===== config.mk =====
export PLATFORM = sky130hd
export DESIGN_NAME = mcg_top
export DESIGN_NICKNAME = d
export VERILOG_FILES = /design/src/core/mcg_pkg.sv /design/src/core/mcg_edge.sv /design/src/core/mcg_fifo.sv /design/src/core/mcg_top.sv
export SDC_FILE = /design/constraint.sdc
export NUM_CORES = 1
export LEC_CHECK = 0
export ABC_CLOCK_PERIOD_IN_PS = 12200
export BUFFER_PORTS_ARGS = -buffer_cell sky130_fd_sc_hd__buf_4
export CORE_MARGIN = 2
export CORE_UTILIZATION = 55
export CTS_BUF_LIST = sky130_fd_sc_hd__clkbuf_8 sky130_fd_sc_hd__clkbuf_16
export CTS_CLUSTER_SIZE = 20
export DETAILED_ROUTE_END_ITERATION = 10
export MAX_ROUTING_LAYER = met4
export PLACE_DENSITY = 0.87
export SYNTH_ARGS = -nofsm -noshare
export SYNTH_HDL_FRONTEND = slang
export SYNTH_SLANG_ARGS = --single-unit

===== constraint.sdc =====
create_clock -name i_core_clk -period 12.2 [get_ports i_core_clk]
set_clock_uncertainty 0.05 [all_clocks]
set_input_delay 0.61 -clock i_core_clk [delete_from_list [all_inputs] [get_ports i_core_clk]]
set_output_delay 0.61 -clock i_core_clk [all_outputs]
set_load 0.005 [all_outputs]

===== src/core/mcg_pkg.sv =====
// Package with constants, register map and carrier types for the marker and count gating block.
package mcg_pkg;

	// ****************************************
	// Widths and timing
	// ****************************************
	localparam int MCG_MARKERS = 4;
	localparam int MCG_ROUTES = 3;
	localparam int MCG_TAG_W = 24;
	localparam int MCG_REC_W = 32;
	localparam int MCG_FIFO_DEPTH = 8;
	localparam int MCG_CLK_MHZ = 20;
	localparam int MCG_MARK_MIN_NS = 100;
	// Least level time in cycles, rounded up, at least one.
	localparam int MCG_MARK_MIN_CYC = (MCG_MARK_MIN_NS * MCG_CLK_MHZ + 999) / 1000;

	// ****************************************
	// Register map (byte addresses)
	// ****************************************
	localparam logic [11:0] MCG_CTRL_OFF = 12'h000;
	localparam logic [11:0] MCG_STAT_OFF = 12'h004;
	localparam logic [11:0] MCG_MCNT_OFF = 12'h008;
	localparam logic [11:0] MCG_PDROP_OFF = 12'h00c;
	// Control field positions.
	localparam int MCG_CTRL_RUN = 0;
	localparam int MCG_CTRL_TT = 1;
	localparam int MCG_CTRL_FALL = 2;
	localparam int MCG_CTRL_MEN = 4;
	localparam logic [31:0] MCG_CTRL_RST = 32'h0000_00f0;
	localparam logic [31:0] MCG_ZERO = 32'h0000_0000;

	// ****************************************
	// Record layout
	// ****************************************
	localparam logic MCG_KIND_PHOTON = 1'b0;
	localparam logic MCG_KIND_MARKER = 1'b1;

	// One output record.
	typedef struct packed {
		logic kind;
		logic [2:0] route;
		logic [3:0] markers;
		logic [MCG_TAG_W-1:0] tag;
	} mcg_rec_s;

	// APB request carrier.
	typedef struct packed {
		logic psel;
		logic penable;
		logic pwrite;
		logic [11:0] paddr;
		logic [31:0] pwdata;
	} mcg_apb_req_s;

	// APB answer carrier.
	typedef struct packed {
		logic pready;
		logic pslverr;
		logic [31:0] prdata;
	} mcg_apb_rsp_s;

endpackage : mcg_pkg


===== src/core/mcg_edge.sv =====
// Marker input edge detector with selectable active edge.
`timescale 1ns/1ps
`default_nettype none
module mcg_edge #(
	parameter int N = 4
) (
	input wire logic i_core_clk,
	input wire logic i_rst,
	input wire logic [N-1:0] i_level,
	input wire logic i_fall,
	output logic [N-1:0] o_event
);
	import mcg_pkg::*;

	// ****************************************
	// State
	// ****************************************
	typedef struct packed {
		logic [N-1:0] prev_q;
		logic [N-1:0] evt_q;
	} mcg_edge_st_s;

	mcg_edge_st_s st_q;
	mcg_edge_st_s st_d;

	// Per bit compare of this and last level; the prior level resets low so a low input never fires.
	always_comb begin
		st_d = st_q;
		st_d.prev_q = i_level;
		for (int k = 0; k < N; k++) begin
			st_d.evt_q[k] = i_fall ? (st_q.prev_q[k] & ~i_level[k])
				: (~st_q.prev_q[k] & i_level[k]);
		end
	end

	// State register.
	always_ff @(posedge i_core_clk or posedge i_rst) begin
		if (i_rst) begin
			st_q <= '0;
		end else begin
			st_q <= st_d;
		end
	end

	assign o_event = st_q.evt_q;
endmodule : mcg_edge
`default_nettype wire


===== src/core/mcg_fifo.sv =====
// Flip-flop FIFO with valid and ready on both sides.
`timescale 1ns/1ps
`default_nettype none
module mcg_fifo #(
	parameter int W = 32,
	parameter int DEPTH = 8
) (
	input wire logic i_core_clk,
	input wire logic i_rst,
	input wire logic i_valid,
	output logic o_ready,
	input wire logic [W-1:0] i_data,
	output logic o_valid,
	input wire logic i_ready,
	output logic [W-1:0] o_data
);
	import mcg_pkg::*;

	localparam int AW = $clog2(DEPTH);

	// ****************************************
	// State
	// ****************************************
	typedef struct packed {
		logic [DEPTH-1:0][W-1:0] mem_q;
		logic [AW-1:0] wr_q;
		logic [AW-1:0] rd_q;
		logic [AW:0] cnt_q;
	} mcg_fifo_st_s;

	mcg_fifo_st_s st_q;
	mcg_fifo_st_s st_d;
	logic push;
	logic pop;

	// Honest full and empty come from the fill count.
	assign o_ready = (st_q.cnt_q != (AW+1)'(DEPTH));
	assign o_valid = (st_q.cnt_q != '0);
	assign o_data = st_q.mem_q[st_q.rd_q];
	assign push = i_valid & o_ready;
	assign pop = o_valid & i_ready;

	// Pointer and count update.
	always_comb begin
		st_d = st_q;
		if (push) begin
			st_d.mem_q[st_q.wr_q] = i_data;
			st_d.wr_q = (st_q.wr_q == AW'(DEPTH-1)) ? '0 : st_q.wr_q + 1'b1;
		end
		if (pop) begin
			st_d.rd_q = (st_q.rd_q == AW'(DEPTH-1)) ? '0 : st_q.rd_q + 1'b1;
		end
		if (push && !pop) begin
			st_d.cnt_q = st_q.cnt_q + 1'b1;
		end else if (pop && !push) begin
			st_d.cnt_q = st_q.cnt_q - 1'b1;
		end
	end

	// State register.
	always_ff @(posedge i_core_clk or posedge i_rst) begin
		if (i_rst) begin
			st_q <= '0;
		end else begin
			st_q <= st_d;
		end
	end
endmodule : mcg_fifo
`default_nettype wire


===== src/core/mcg_top.sv =====
// Marker insertion, count gating and route selection with an APB register file.
//
// Contract
// (RULE1) Four marker bits 0..3 are recorded only in time tagged mode.
// (RULE2) Markers fire on one software-chosen edge, rising or falling.
// (RULE3) An open marker input reads low and never fires.
// (RULE4) The source holds each marker level at least 100 ns.
// (RULE5) Each marker event inserts one extra record into the stream.
// (RULE6) Markers win the stream; photons may be dropped.
// (RULE7) The source limits marker traffic, e.g. line clock only.
// (RULE8) Control connector markers work in parallel with router connector markers.
// (RULE9) Measurement-active output is high exactly while a measurement runs; here it follows the run bit one cycle late.
// (RULE10) Count enable gates photon recording in every mode.
// (RULE11) With a router attached only the router drives count enable.
// (RULE12) Router detect high selects routing from the control connector.
// (RULE13) The router supplies three route signals numbered 1 to 3.
// (RULE14) Count enable is active high; held high leaves counting on.
// (RULE15) Marker records carry the time tag and the active marker bits.
//
// Chosen here: the register offsets and the APB slave port.
`timescale 1ns/1ps
`default_nettype none
module mcg_top (
	input wire logic i_core_clk,
	input wire logic i_rst,
	input wire mcg_pkg::mcg_apb_req_s i_apb,
	output mcg_pkg::mcg_apb_rsp_s o_apb,
	input wire logic [mcg_pkg::MCG_MARKERS-1:0] i_marker_ctrl,
	input wire logic [2:0] i_marker_router,
	input wire logic i_count_en_ctrl,
	input wire logic i_count_en_router,
	input wire logic i_router_detect,
	input wire logic [mcg_pkg::MCG_ROUTES-1:0] i_route_ctrl,
	input wire logic [mcg_pkg::MCG_ROUTES-1:0] i_route_router,
	input wire logic i_photon,
	output logic o_meas_active,
	output logic o_rec_valid,
	input wire logic i_rec_ready,
	output mcg_pkg::mcg_rec_s o_rec
);
	import mcg_pkg::*;

	// ****************************************
	// State
	// ****************************************
	typedef struct packed {
		logic [31:0] ctrl_q;
		logic [MCG_TAG_W-1:0] tag_q;
		logic [31:0] mcnt_q;
		logic [31:0] pdrop_q;
		mcg_apb_rsp_s apb_q;
		logic act_q;
		logic out_valid_q;
		mcg_rec_s out_q;
	} mcg_st_s;

	mcg_st_s st_q;
	mcg_st_s st_d;

	logic [MCG_MARKERS-1:0] mark_lvl;
	logic [MCG_MARKERS-1:0] mark_evt;
	logic run;
	logic tt_mode;
	logic count_en;
	logic [MCG_ROUTES-1:0] route_sel;
	logic mark_hit;
	logic phot_hit;
	logic in_valid;
	logic in_ready;
	mcg_rec_s in_rec;
	logic f_valid;
	logic f_ready;
	logic [MCG_REC_W-1:0] f_data;
	logic acc;
	logic wr;

	assign run = st_q.ctrl_q[MCG_CTRL_RUN];
	assign tt_mode = st_q.ctrl_q[MCG_CTRL_TT];

	// ****************************************
	// Input selection
	// ****************************************

	// (RULE8) parallel marker sources
	// Both connectors feed the same bits; bit 3 exists only on the control connector.
	assign mark_lvl = (i_marker_ctrl | {1'b0, i_marker_router})
		& st_q.ctrl_q[MCG_CTRL_MEN +: MCG_MARKERS];

	// (RULE11) router owns enable
	// With a router attached its enable line is used and the external one is ignored.
	// (RULE14) active high enable
	assign count_en = i_router_detect ? i_count_en_router : i_count_en_ctrl;

	// (RULE12) route source select
	assign route_sel = i_router_detect ? i_route_ctrl : i_route_router;

	// (RULE2) selectable edge
	// (RULE3) pulled-down inputs
	mcg_edge #(
		.N(MCG_MARKERS)
	) u_edge (
		.i_core_clk(i_core_clk),
		.i_rst(i_rst),
		.i_level(mark_lvl),
		.i_fall(st_q.ctrl_q[MCG_CTRL_FALL]),
		.o_event(mark_evt)
	);

	// ****************************************
	// Record arbitration
	// ****************************************

	// (RULE1) time tagged only
	assign mark_hit = run & tt_mode & (|mark_evt);
	// (RULE10) count gating
	assign phot_hit = run & count_en & i_photon;

	// (RULE6) marker priority
	// A marker takes the slot; a photon in the same cycle is dropped.
	always_comb begin
		in_rec = '0;
		in_rec.tag = st_q.tag_q;
		in_rec.route = route_sel;
		if (mark_hit) begin
			// (RULE15) tag and bits
			in_rec.kind = MCG_KIND_MARKER;
			in_rec.markers = mark_evt;
			in_rec.route = '0;
		end else begin
			in_rec.kind = MCG_KIND_PHOTON;
		end
	end

	// (RULE5) one record per event
	assign in_valid = mark_hit | phot_hit;

	mcg_fifo #(
		.W(MCG_REC_W),
		.DEPTH(MCG_FIFO_DEPTH)
	) u_fifo (
		.i_core_clk(i_core_clk),
		.i_rst(i_rst),
		.i_valid(in_valid),
		.o_ready(in_ready),
		.i_data(in_rec),
		.o_valid(f_valid),
		.i_ready(f_ready),
		.o_data(f_data)
	);

	// Output stage register loads the FIFO head whenever it is empty or the consumer takes it.
	assign f_ready = !st_q.out_valid_q || i_rec_ready;

	// ****************************************
	// APB slave
	// ****************************************
	assign acc = i_apb.psel & i_apb.penable;
	assign wr = acc & i_apb.pwrite;

	// Next state of the whole block.
	always_comb begin
		st_d = st_q;
		st_d.tag_q = run ? st_q.tag_q + 1'b1 : '0;
		// (RULE9) measurement active
		st_d.act_q = run;
		// Marker count and photon loss statistics.
		if (mark_hit && in_ready) begin
			st_d.mcnt_q = st_q.mcnt_q + 32'h0000_0001;
		end
		if ((phot_hit && mark_hit) || (in_valid && !in_ready && phot_hit)) begin
			st_d.pdrop_q = st_q.pdrop_q + 32'h0000_0001;
		end
		// Output stage.
		if (f_ready) begin
			st_d.out_valid_q = f_valid;
			st_d.out_q = f_data;
		end
		// One-wait answer: pready rises one cycle into the access phase.
		st_d.apb_q.pready = acc & !st_q.apb_q.pready;
		st_d.apb_q.pslverr = 1'b0;
		st_d.apb_q.prdata = MCG_ZERO;
		if (acc && !st_q.apb_q.pready) begin
			case (i_apb.paddr)
				MCG_CTRL_OFF: begin
					st_d.apb_q.prdata = st_q.ctrl_q;
				end
				MCG_STAT_OFF: begin
					st_d.apb_q.prdata = {22'h00_0000, i_router_detect, count_en,
						mark_lvl, st_q.out_valid_q, !in_ready, 1'b0, st_q.act_q};
				end
				MCG_MCNT_OFF: begin
					st_d.apb_q.prdata = st_q.mcnt_q;
				end
				MCG_PDROP_OFF: begin
					st_d.apb_q.prdata = st_q.pdrop_q;
				end
				default: begin
					st_d.apb_q.pslverr = 1'b1;
				end
			endcase
		end
		// Writes commit only at the edge where the master sees pready high.
		if (wr && st_q.apb_q.pready) begin
			case (i_apb.paddr)
				MCG_CTRL_OFF: begin
					st_d.ctrl_q = {24'h00_0000, i_apb.pwdata[7:4], 1'b0,
						i_apb.pwdata[2:0]};
				end
				MCG_MCNT_OFF: begin
					st_d.mcnt_q = MCG_ZERO;
				end
				MCG_PDROP_OFF: begin
					st_d.pdrop_q = MCG_ZERO;
				end
				default: begin
					st_d.pdrop_q = st_d.pdrop_q;
				end
			endcase
		end
	end

	// State register.
	always_ff @(posedge i_core_clk or posedge i_rst) begin
		if (i_rst) begin
			st_q <= '0;
			st_q.ctrl_q <= MCG_CTRL_RST;
		end else begin
			st_q <= st_d;
		end
	end

	assign o_apb = st_q.apb_q;
	assign o_meas_active = st_q.act_q;
	assign o_rec_valid = st_q.out_valid_q;
	assign o_rec = st_q.out_q;
endmodule : mcg_top
`default_nettype wire


# Word level (Yosys, flattened, before mapping)
# Index checks and enable logic that the tools add are counted.
[word_totals]
register_bits = 437
in_bits = 67
out_inout_bits = 68
[op_classes]
add_sub_neg = 7
order_cmp = 3
n_eq_ne = 6
n_mux = 26
bitwise_logic = 28
n_reduce_logical = 22
[op_table]
columns = ["operator", "n"]
rows = [
  ["$bwmux 256", 1],
  ["$mux 32", 6],
  ["$pmux 32 s4", 1],
  ["$bmux 32 s3", 1],
  ["$demux 32 s3", 1],
  ["$add 32x1->32 const B", 2],
  ["$mux 64", 1],
  ["$mux 33", 1],
  ["$add 24x1->24 const B", 1],
  ["$eq 12x4->1 const B", 2],
  ["$mux 24", 1],
  ["$and 1x1->1", 17],
  ["$eq 12x3->1 const B", 1],
  ["$logic_not 12->1", 1],
  ["$logic_and 1x1->1", 9],
  ["$mux 3", 3],
  ["$lt 3x4->1 const B", 2],
  ["$mux 4", 2],
  ["$not 1->1", 8],
  ["$reduce_or 4->1", 2],
  ["$mux 1", 7],
  ["$mux 7", 1],
  ["$add 3x1->3 const B", 2],
  ["$eq 3x3->1 const B", 2],
  ["other kinds (12)", 17],
]

# Logic depth before layout (Yosys ltp)
[depth]
word_depth = 10
mapped_depth = 13

# Cells and area by module
# From an unflattened synthesis, not the netlist that was laid out.
[unflattened]
hier_cells = 1532
hier_area_um2 = 20554.7
[by_module_without_submodules]
columns = ["module", "instances", "cells_each", "area_per_inst_um2", "seq_area_each_um2"]
rows = [
  ["mcg_fifo", 1, 717, 12061.6, 6656.4],
  ["mcg_top", 1, 790, 8186.6, 4083.9],
  ["mcg_edge", 1, 25, 306.5, 200.2],
]

# Worst setup path after synthesis
# No wires, ideal clock.
[synth_timing]
path_type = "input to register"
startpoint = "input port i_router_detect"
endpoint = "register u_fifo.st_q[3] in the netlist's numbering"
t_arrival_ps = 2738
required_time_ps = 12025
slack_ps = 9287
cell_stages = 13
path_buffers = 1
cell_sequence = "buf_4 -> mux2_2 -> nor2b_1 -> o21bai_2 -> inv_2 -> ha_1 -> inv_1 -> ha_1 -> a21o_1 -> a21oi_1 -> xnor2_1 -> nor2_1 -> xor2_1"
[synth_via]
elab_chain_cells = 8
elab_cells_between_ends = 10
cone_classes = "mux (2); bitwise (4); reduce/logical (4)"
[synth_lines]
columns = ["element", "line", "source"]
rows = [
  ["from (decl)", "mcg_top.sv:32", "input wire logic i_router_detect,"],
  ["$mux 1 *", "mcg_top.sv:92", "assign count_en = i_router_detect ? i_count_en_router : i_count_en_ctrl;"],
  ["$and 1x1->1 * (2 in a row)", "mcg_top.sv:116", "assign phot_hit = run & count_en & i_photon;"],
  ["$or 1x1->1 *", "mcg_top.sv:135", "assign in_valid = mark_hit | phot_hit;"],
  ["$and 1x1->1 *", "mcg_fifo.sv:40", "assign push = i_valid & o_ready;"],
  ["named net u_fifo.push", "mcg_fifo.sv:33", "logic push;"],
  ["$logic_not 1->1", "mcg_fifo.sv:55", "end else if (pop && !push) begin"],
  ["$logic_and 1x1->1", "mcg_fifo.sv:55", ""],
  ["$reduce_bool 2->1 (no source line)", "-", ""],
  ["to (signal assigned)", "mcg_fifo.sv:65", "st_q <= st_d;"],
  ["to (decl)", "mcg_fifo.sv:31", "mcg_fifo_st_s st_q;"],
]
# The timed path passes the listed nets; every way through them passes the cells marked *.
# A chain may end at the register's enable or synchronous reset.

# Worst setup path in the final report
[layout_timing]
startpoint = "register u_edge.st_q, in the netlist u_edge.o_event[2]"
endpoint = "register u_fifo.st_q[174] in the netlist's numbering"
[layout_via]
elab_chain_cells = 4
[layout_lines]
columns = ["element", "line", "source"]
rows = [
  ["from (decl)", "mcg_edge.sv:23", "mcg_edge_st_s st_q;"],
  ["from (signal assigned)", "mcg_edge.sv:41", "st_q <= st_d;"],
  ["$reduce_or 4->1", "mcg_top.sv:114", "assign mark_hit = run & tt_mode & (|mark_evt);"],
  ["$and 1x1->1", "mcg_top.sv:114", ""],
  ["$or 1x1->1", "mcg_top.sv:135", ""],
  ["$and 1x1->1", "mcg_fifo.sv:40", ""],
  ["named net u_fifo.push", "mcg_fifo.sv:33", ""],
]
# The timed path passes the listed nets, and every way through them passes these cells.

==> impl_metrics.tcl <==
set metrics [dict create \
    status "finished clean" \
    die_area_um2 38580 \
    syn_area_um2 20360 \
    min_period_ns 3.577 \
    drive_above_1_share_pct 34.76 \
    fin_crit_sh_pct 29.32 \
    path_cells "nor4_2 -> nor2_1 -> o21bai_2 -> inv_2 -> nand4b_1 -> buf_4 -> mux2_2" \
    synth_seq_cells 437 \
    syn-num-nets 1653 \
    via_count 12535 \
    first_global_vias 13087 \
    r2r-start "u_edge.o_event[2]$_DFF_PP0_" \
    synth_top_cell_area_share_pct 53.21 \
    p_leak_uw 0.01082 \
    crit_path_max_incr_delay_ns 0.75 \
    io_buffers 109 \
    hold_viol 0 \
    hpwlAfterDp_um 26510 \
    cts.sinks 437 \
    fmax_mhz 279.6 \
    slew_viol_final 0 \
    nNetsFinal 1658 \
    relSlewSlack_pct 11.12 \
    hold_path.class "in -> async" \
    peakVddDrop_v 0.0001096 \
    crit_type "reg -> reg" \
    vias_per_cell 6.021 \
    final_util_pct 61.74 \
    yosys_warnings 0 \
    synthTopCellsByArea "dfrtp_1 53%, mux2_2 15%, mux4_2 7.3%, mux2i_1 3.1%, buf_4 2.8%" \
    cp_slowest_cell "nand4b_1" \
    antenna_found_initial 0 \
    initialDrtViolationCount 653 \
    finalSetupViolCount 0 \
    syn_inst 1575 \
    synth_common_cells "433 x dfrtp_1, 268 x mux2_2, 112 x nor2_1" \
    insertedDiodeCount 0 \
    startpoint "u_edge.o_event[2]$_DFF_PP0_" \
    numCtsBuffers 45 \
    setup_ws_ns 8.623 \
    synth.distinct_cells 50 \
    die_h_um 196.4 \
    tightest_slew_ns 1.321 \
    initial_utilization_pct 55.75 \
    synthToLayoutAreaGrowth_pct 10.74 \
    pwr_density_cell_nw_per_um2 145.4 \
    first_pass_iters 5 \
    synth-main-ff-cell "dfrtp_1" \
    arrival_ns 3.95 \
    start_kind "register" \
    preCtsSetupSlack_ns 8.591 \
    grt_start_max_net_pins 93 \
    cts-root-buf "clkbuf_16" \
    grtUsageTotal_pct 23.81 \
    setup.worst_path.end_class "register" \
    grt_pass1_wl_um 70440 \
    ys_async_sr_fraction_pct 100.0 \
    drt-total-wl_um 43550 \
    grt_overflow 0 \
    cp_max_fo 20 \
    synth_edf_count 0 \
    rsz0062_at_grt "no" \
    clockBufferDepth 3 \
    clkSlewWorstSetupHoldPaths_ns 0.06 \
    core_area_um2 36520 \
    gp_congestion 0.8784 \
    route.detailed.drc 0 \
    ioPinCount 135 \
    cts_tree "built" \
    syn_avg_cell_area_um2 12.93 \
    ant_nets 0 \
    num_rows 70 \
    synth.most_common_cell "dfrtp_1" \
    die_x_um 196.4 \
    netlist.top_cell.by_area "dfrtp_1" \
    insertion_delay_ns 0.55 \
    postCtsHoldBufs 0 \
    cp.buffers_inverters 2 \
    yosysSeqAreaShare_pct 53.73 \
    cts_resized 0 \
    crit_required_ns 12.58 \
    maxCapViolCount 0 \
    avgRoutedWirePerCell_um 20.92 \
    htree_num_levels 2 \
    cts_setup_buffers 0 \
    critPathTopFamily "simple AND/OR/NAND/NOR gates" \
    tns_ns 0 \
]
==> layout make-up <==
| cell class | count | area, um^2 |
|---|---|---|
| multi-input combinational | 950 | 8422 |
| sequential | 437 | 10950 |
| timing repair buffer | 134 | 1006 |
| clock buffer | 61 | 1369 |
| clock inverter | 20 | 170.2 |
| fill | 2587 | 13970 |
| inverter | 12 | 48.80 |
| tap | 468 | 585.6 |
==> path summary, 6_finish.rpt <==
check	end	slack (ns)	cells after the start
setup / recovery	u_fifo.st_q[174]$_DFFE_PP0P_	8.62	7
hold / removal	o_apb[9]$_DFF_PP0_	0.19	2
setup reg to reg	u_fifo.st_q[174]$_DFFE_PP0P_	8.62	7
hold reg to reg	o_rec[17]$_DFFE_PP0N_	0.43	2
max in group asynchronous	u_fifo.st_q[245]$_DFFE_PP0P_	9.39	4
min in group i_core_clk	st_q[160]$_DFFE_PP1P_	0.24	2
==> metrics by stage <==
stage | cells | power (uW) | hold WS (ns) | instance area (um^2)
3_5_place_dp | 2001 | 1910 | 0.4213 | 21010
2_1_floorplan | 1575 | 1814 | 0.3861 | 20370
6_report | 2082 | 3279 | 0.1922 | 22550
5_1_grt | 2082 | 3392 | 0.2274 | 22550
4_1_cts | 2082 | 3302 | 0.1997 | 22550
3_3_place_gp | 2001 | 1899 | 0.4129 | 21010
==> flip-flops by register name, indices dropped and copies added (netlist names) <==
name,flops
st_q,70
u_edge.st_q,4
u_fifo.st_q,266
in_rec,24
o_meas_active,1
u_edge.o_event,4
o_apb,34
o_rec_valid,1
run,1
o_rec,32
==> routing by layer <==
metal  track usage [%]  share of wire, %  vias up
li1                  -                 -     5511
met1             31.06                42     6522
met2             38.63                51      424
met3             3.765               5.5       78
met4             7.800               2.5        0
met5                 -                 0        -
==> power by group <==
| group | total, uW | switching (uW) | internal [uW] |
|---|---|---|---|
| Sequential | 1530 | 63.5 | 1460 |
| Combinational | 351 | 194 | 156 |
| Clock | 1400 | 556 | 844 |
| Total | 3280 | 814 | 2460 |
==> logic make-up after synthesis <==
family          count (synthesis)  share of synthesized area (%)
flops                         437                          53.73
mux                           398                          25.27
simple gates                  394                          9.899
buf+inv                       188                          5.026
xor+xnor                       82                          3.527
compound gates                 65                          1.831
fa+ha+maj                      11                         0.7128
==> cells in the final DEF, fill, tap and decap left out, types with 3 or more instances in the layout <==
cell type,n
a221oi_1,3
clkbuf_16,47
dfstp_2,4
clkinv_2,6
nand4_1,33
and4_1,7
dfrtp_1,430
clkbuf_8,14
xnor2_1,48
nand2_1,74
and2_1,27
nor2_1,112
bufinv_16,3
nor4_1,23
nand4b_1,4
or4_1,3
nor3_1,14
and3_1,17
o311a_1,3
mux2_2,268
mux4_2,66
o21ai_0,42
nor2b_1,7
nand3_1,43
buf_4,134
a21oi_1,11
nor4_2,4
or3_1,8
ha_1,10
xor2_1,34
inv_1,19
mux2i_1,63
(Power assumes the default switching activity.)
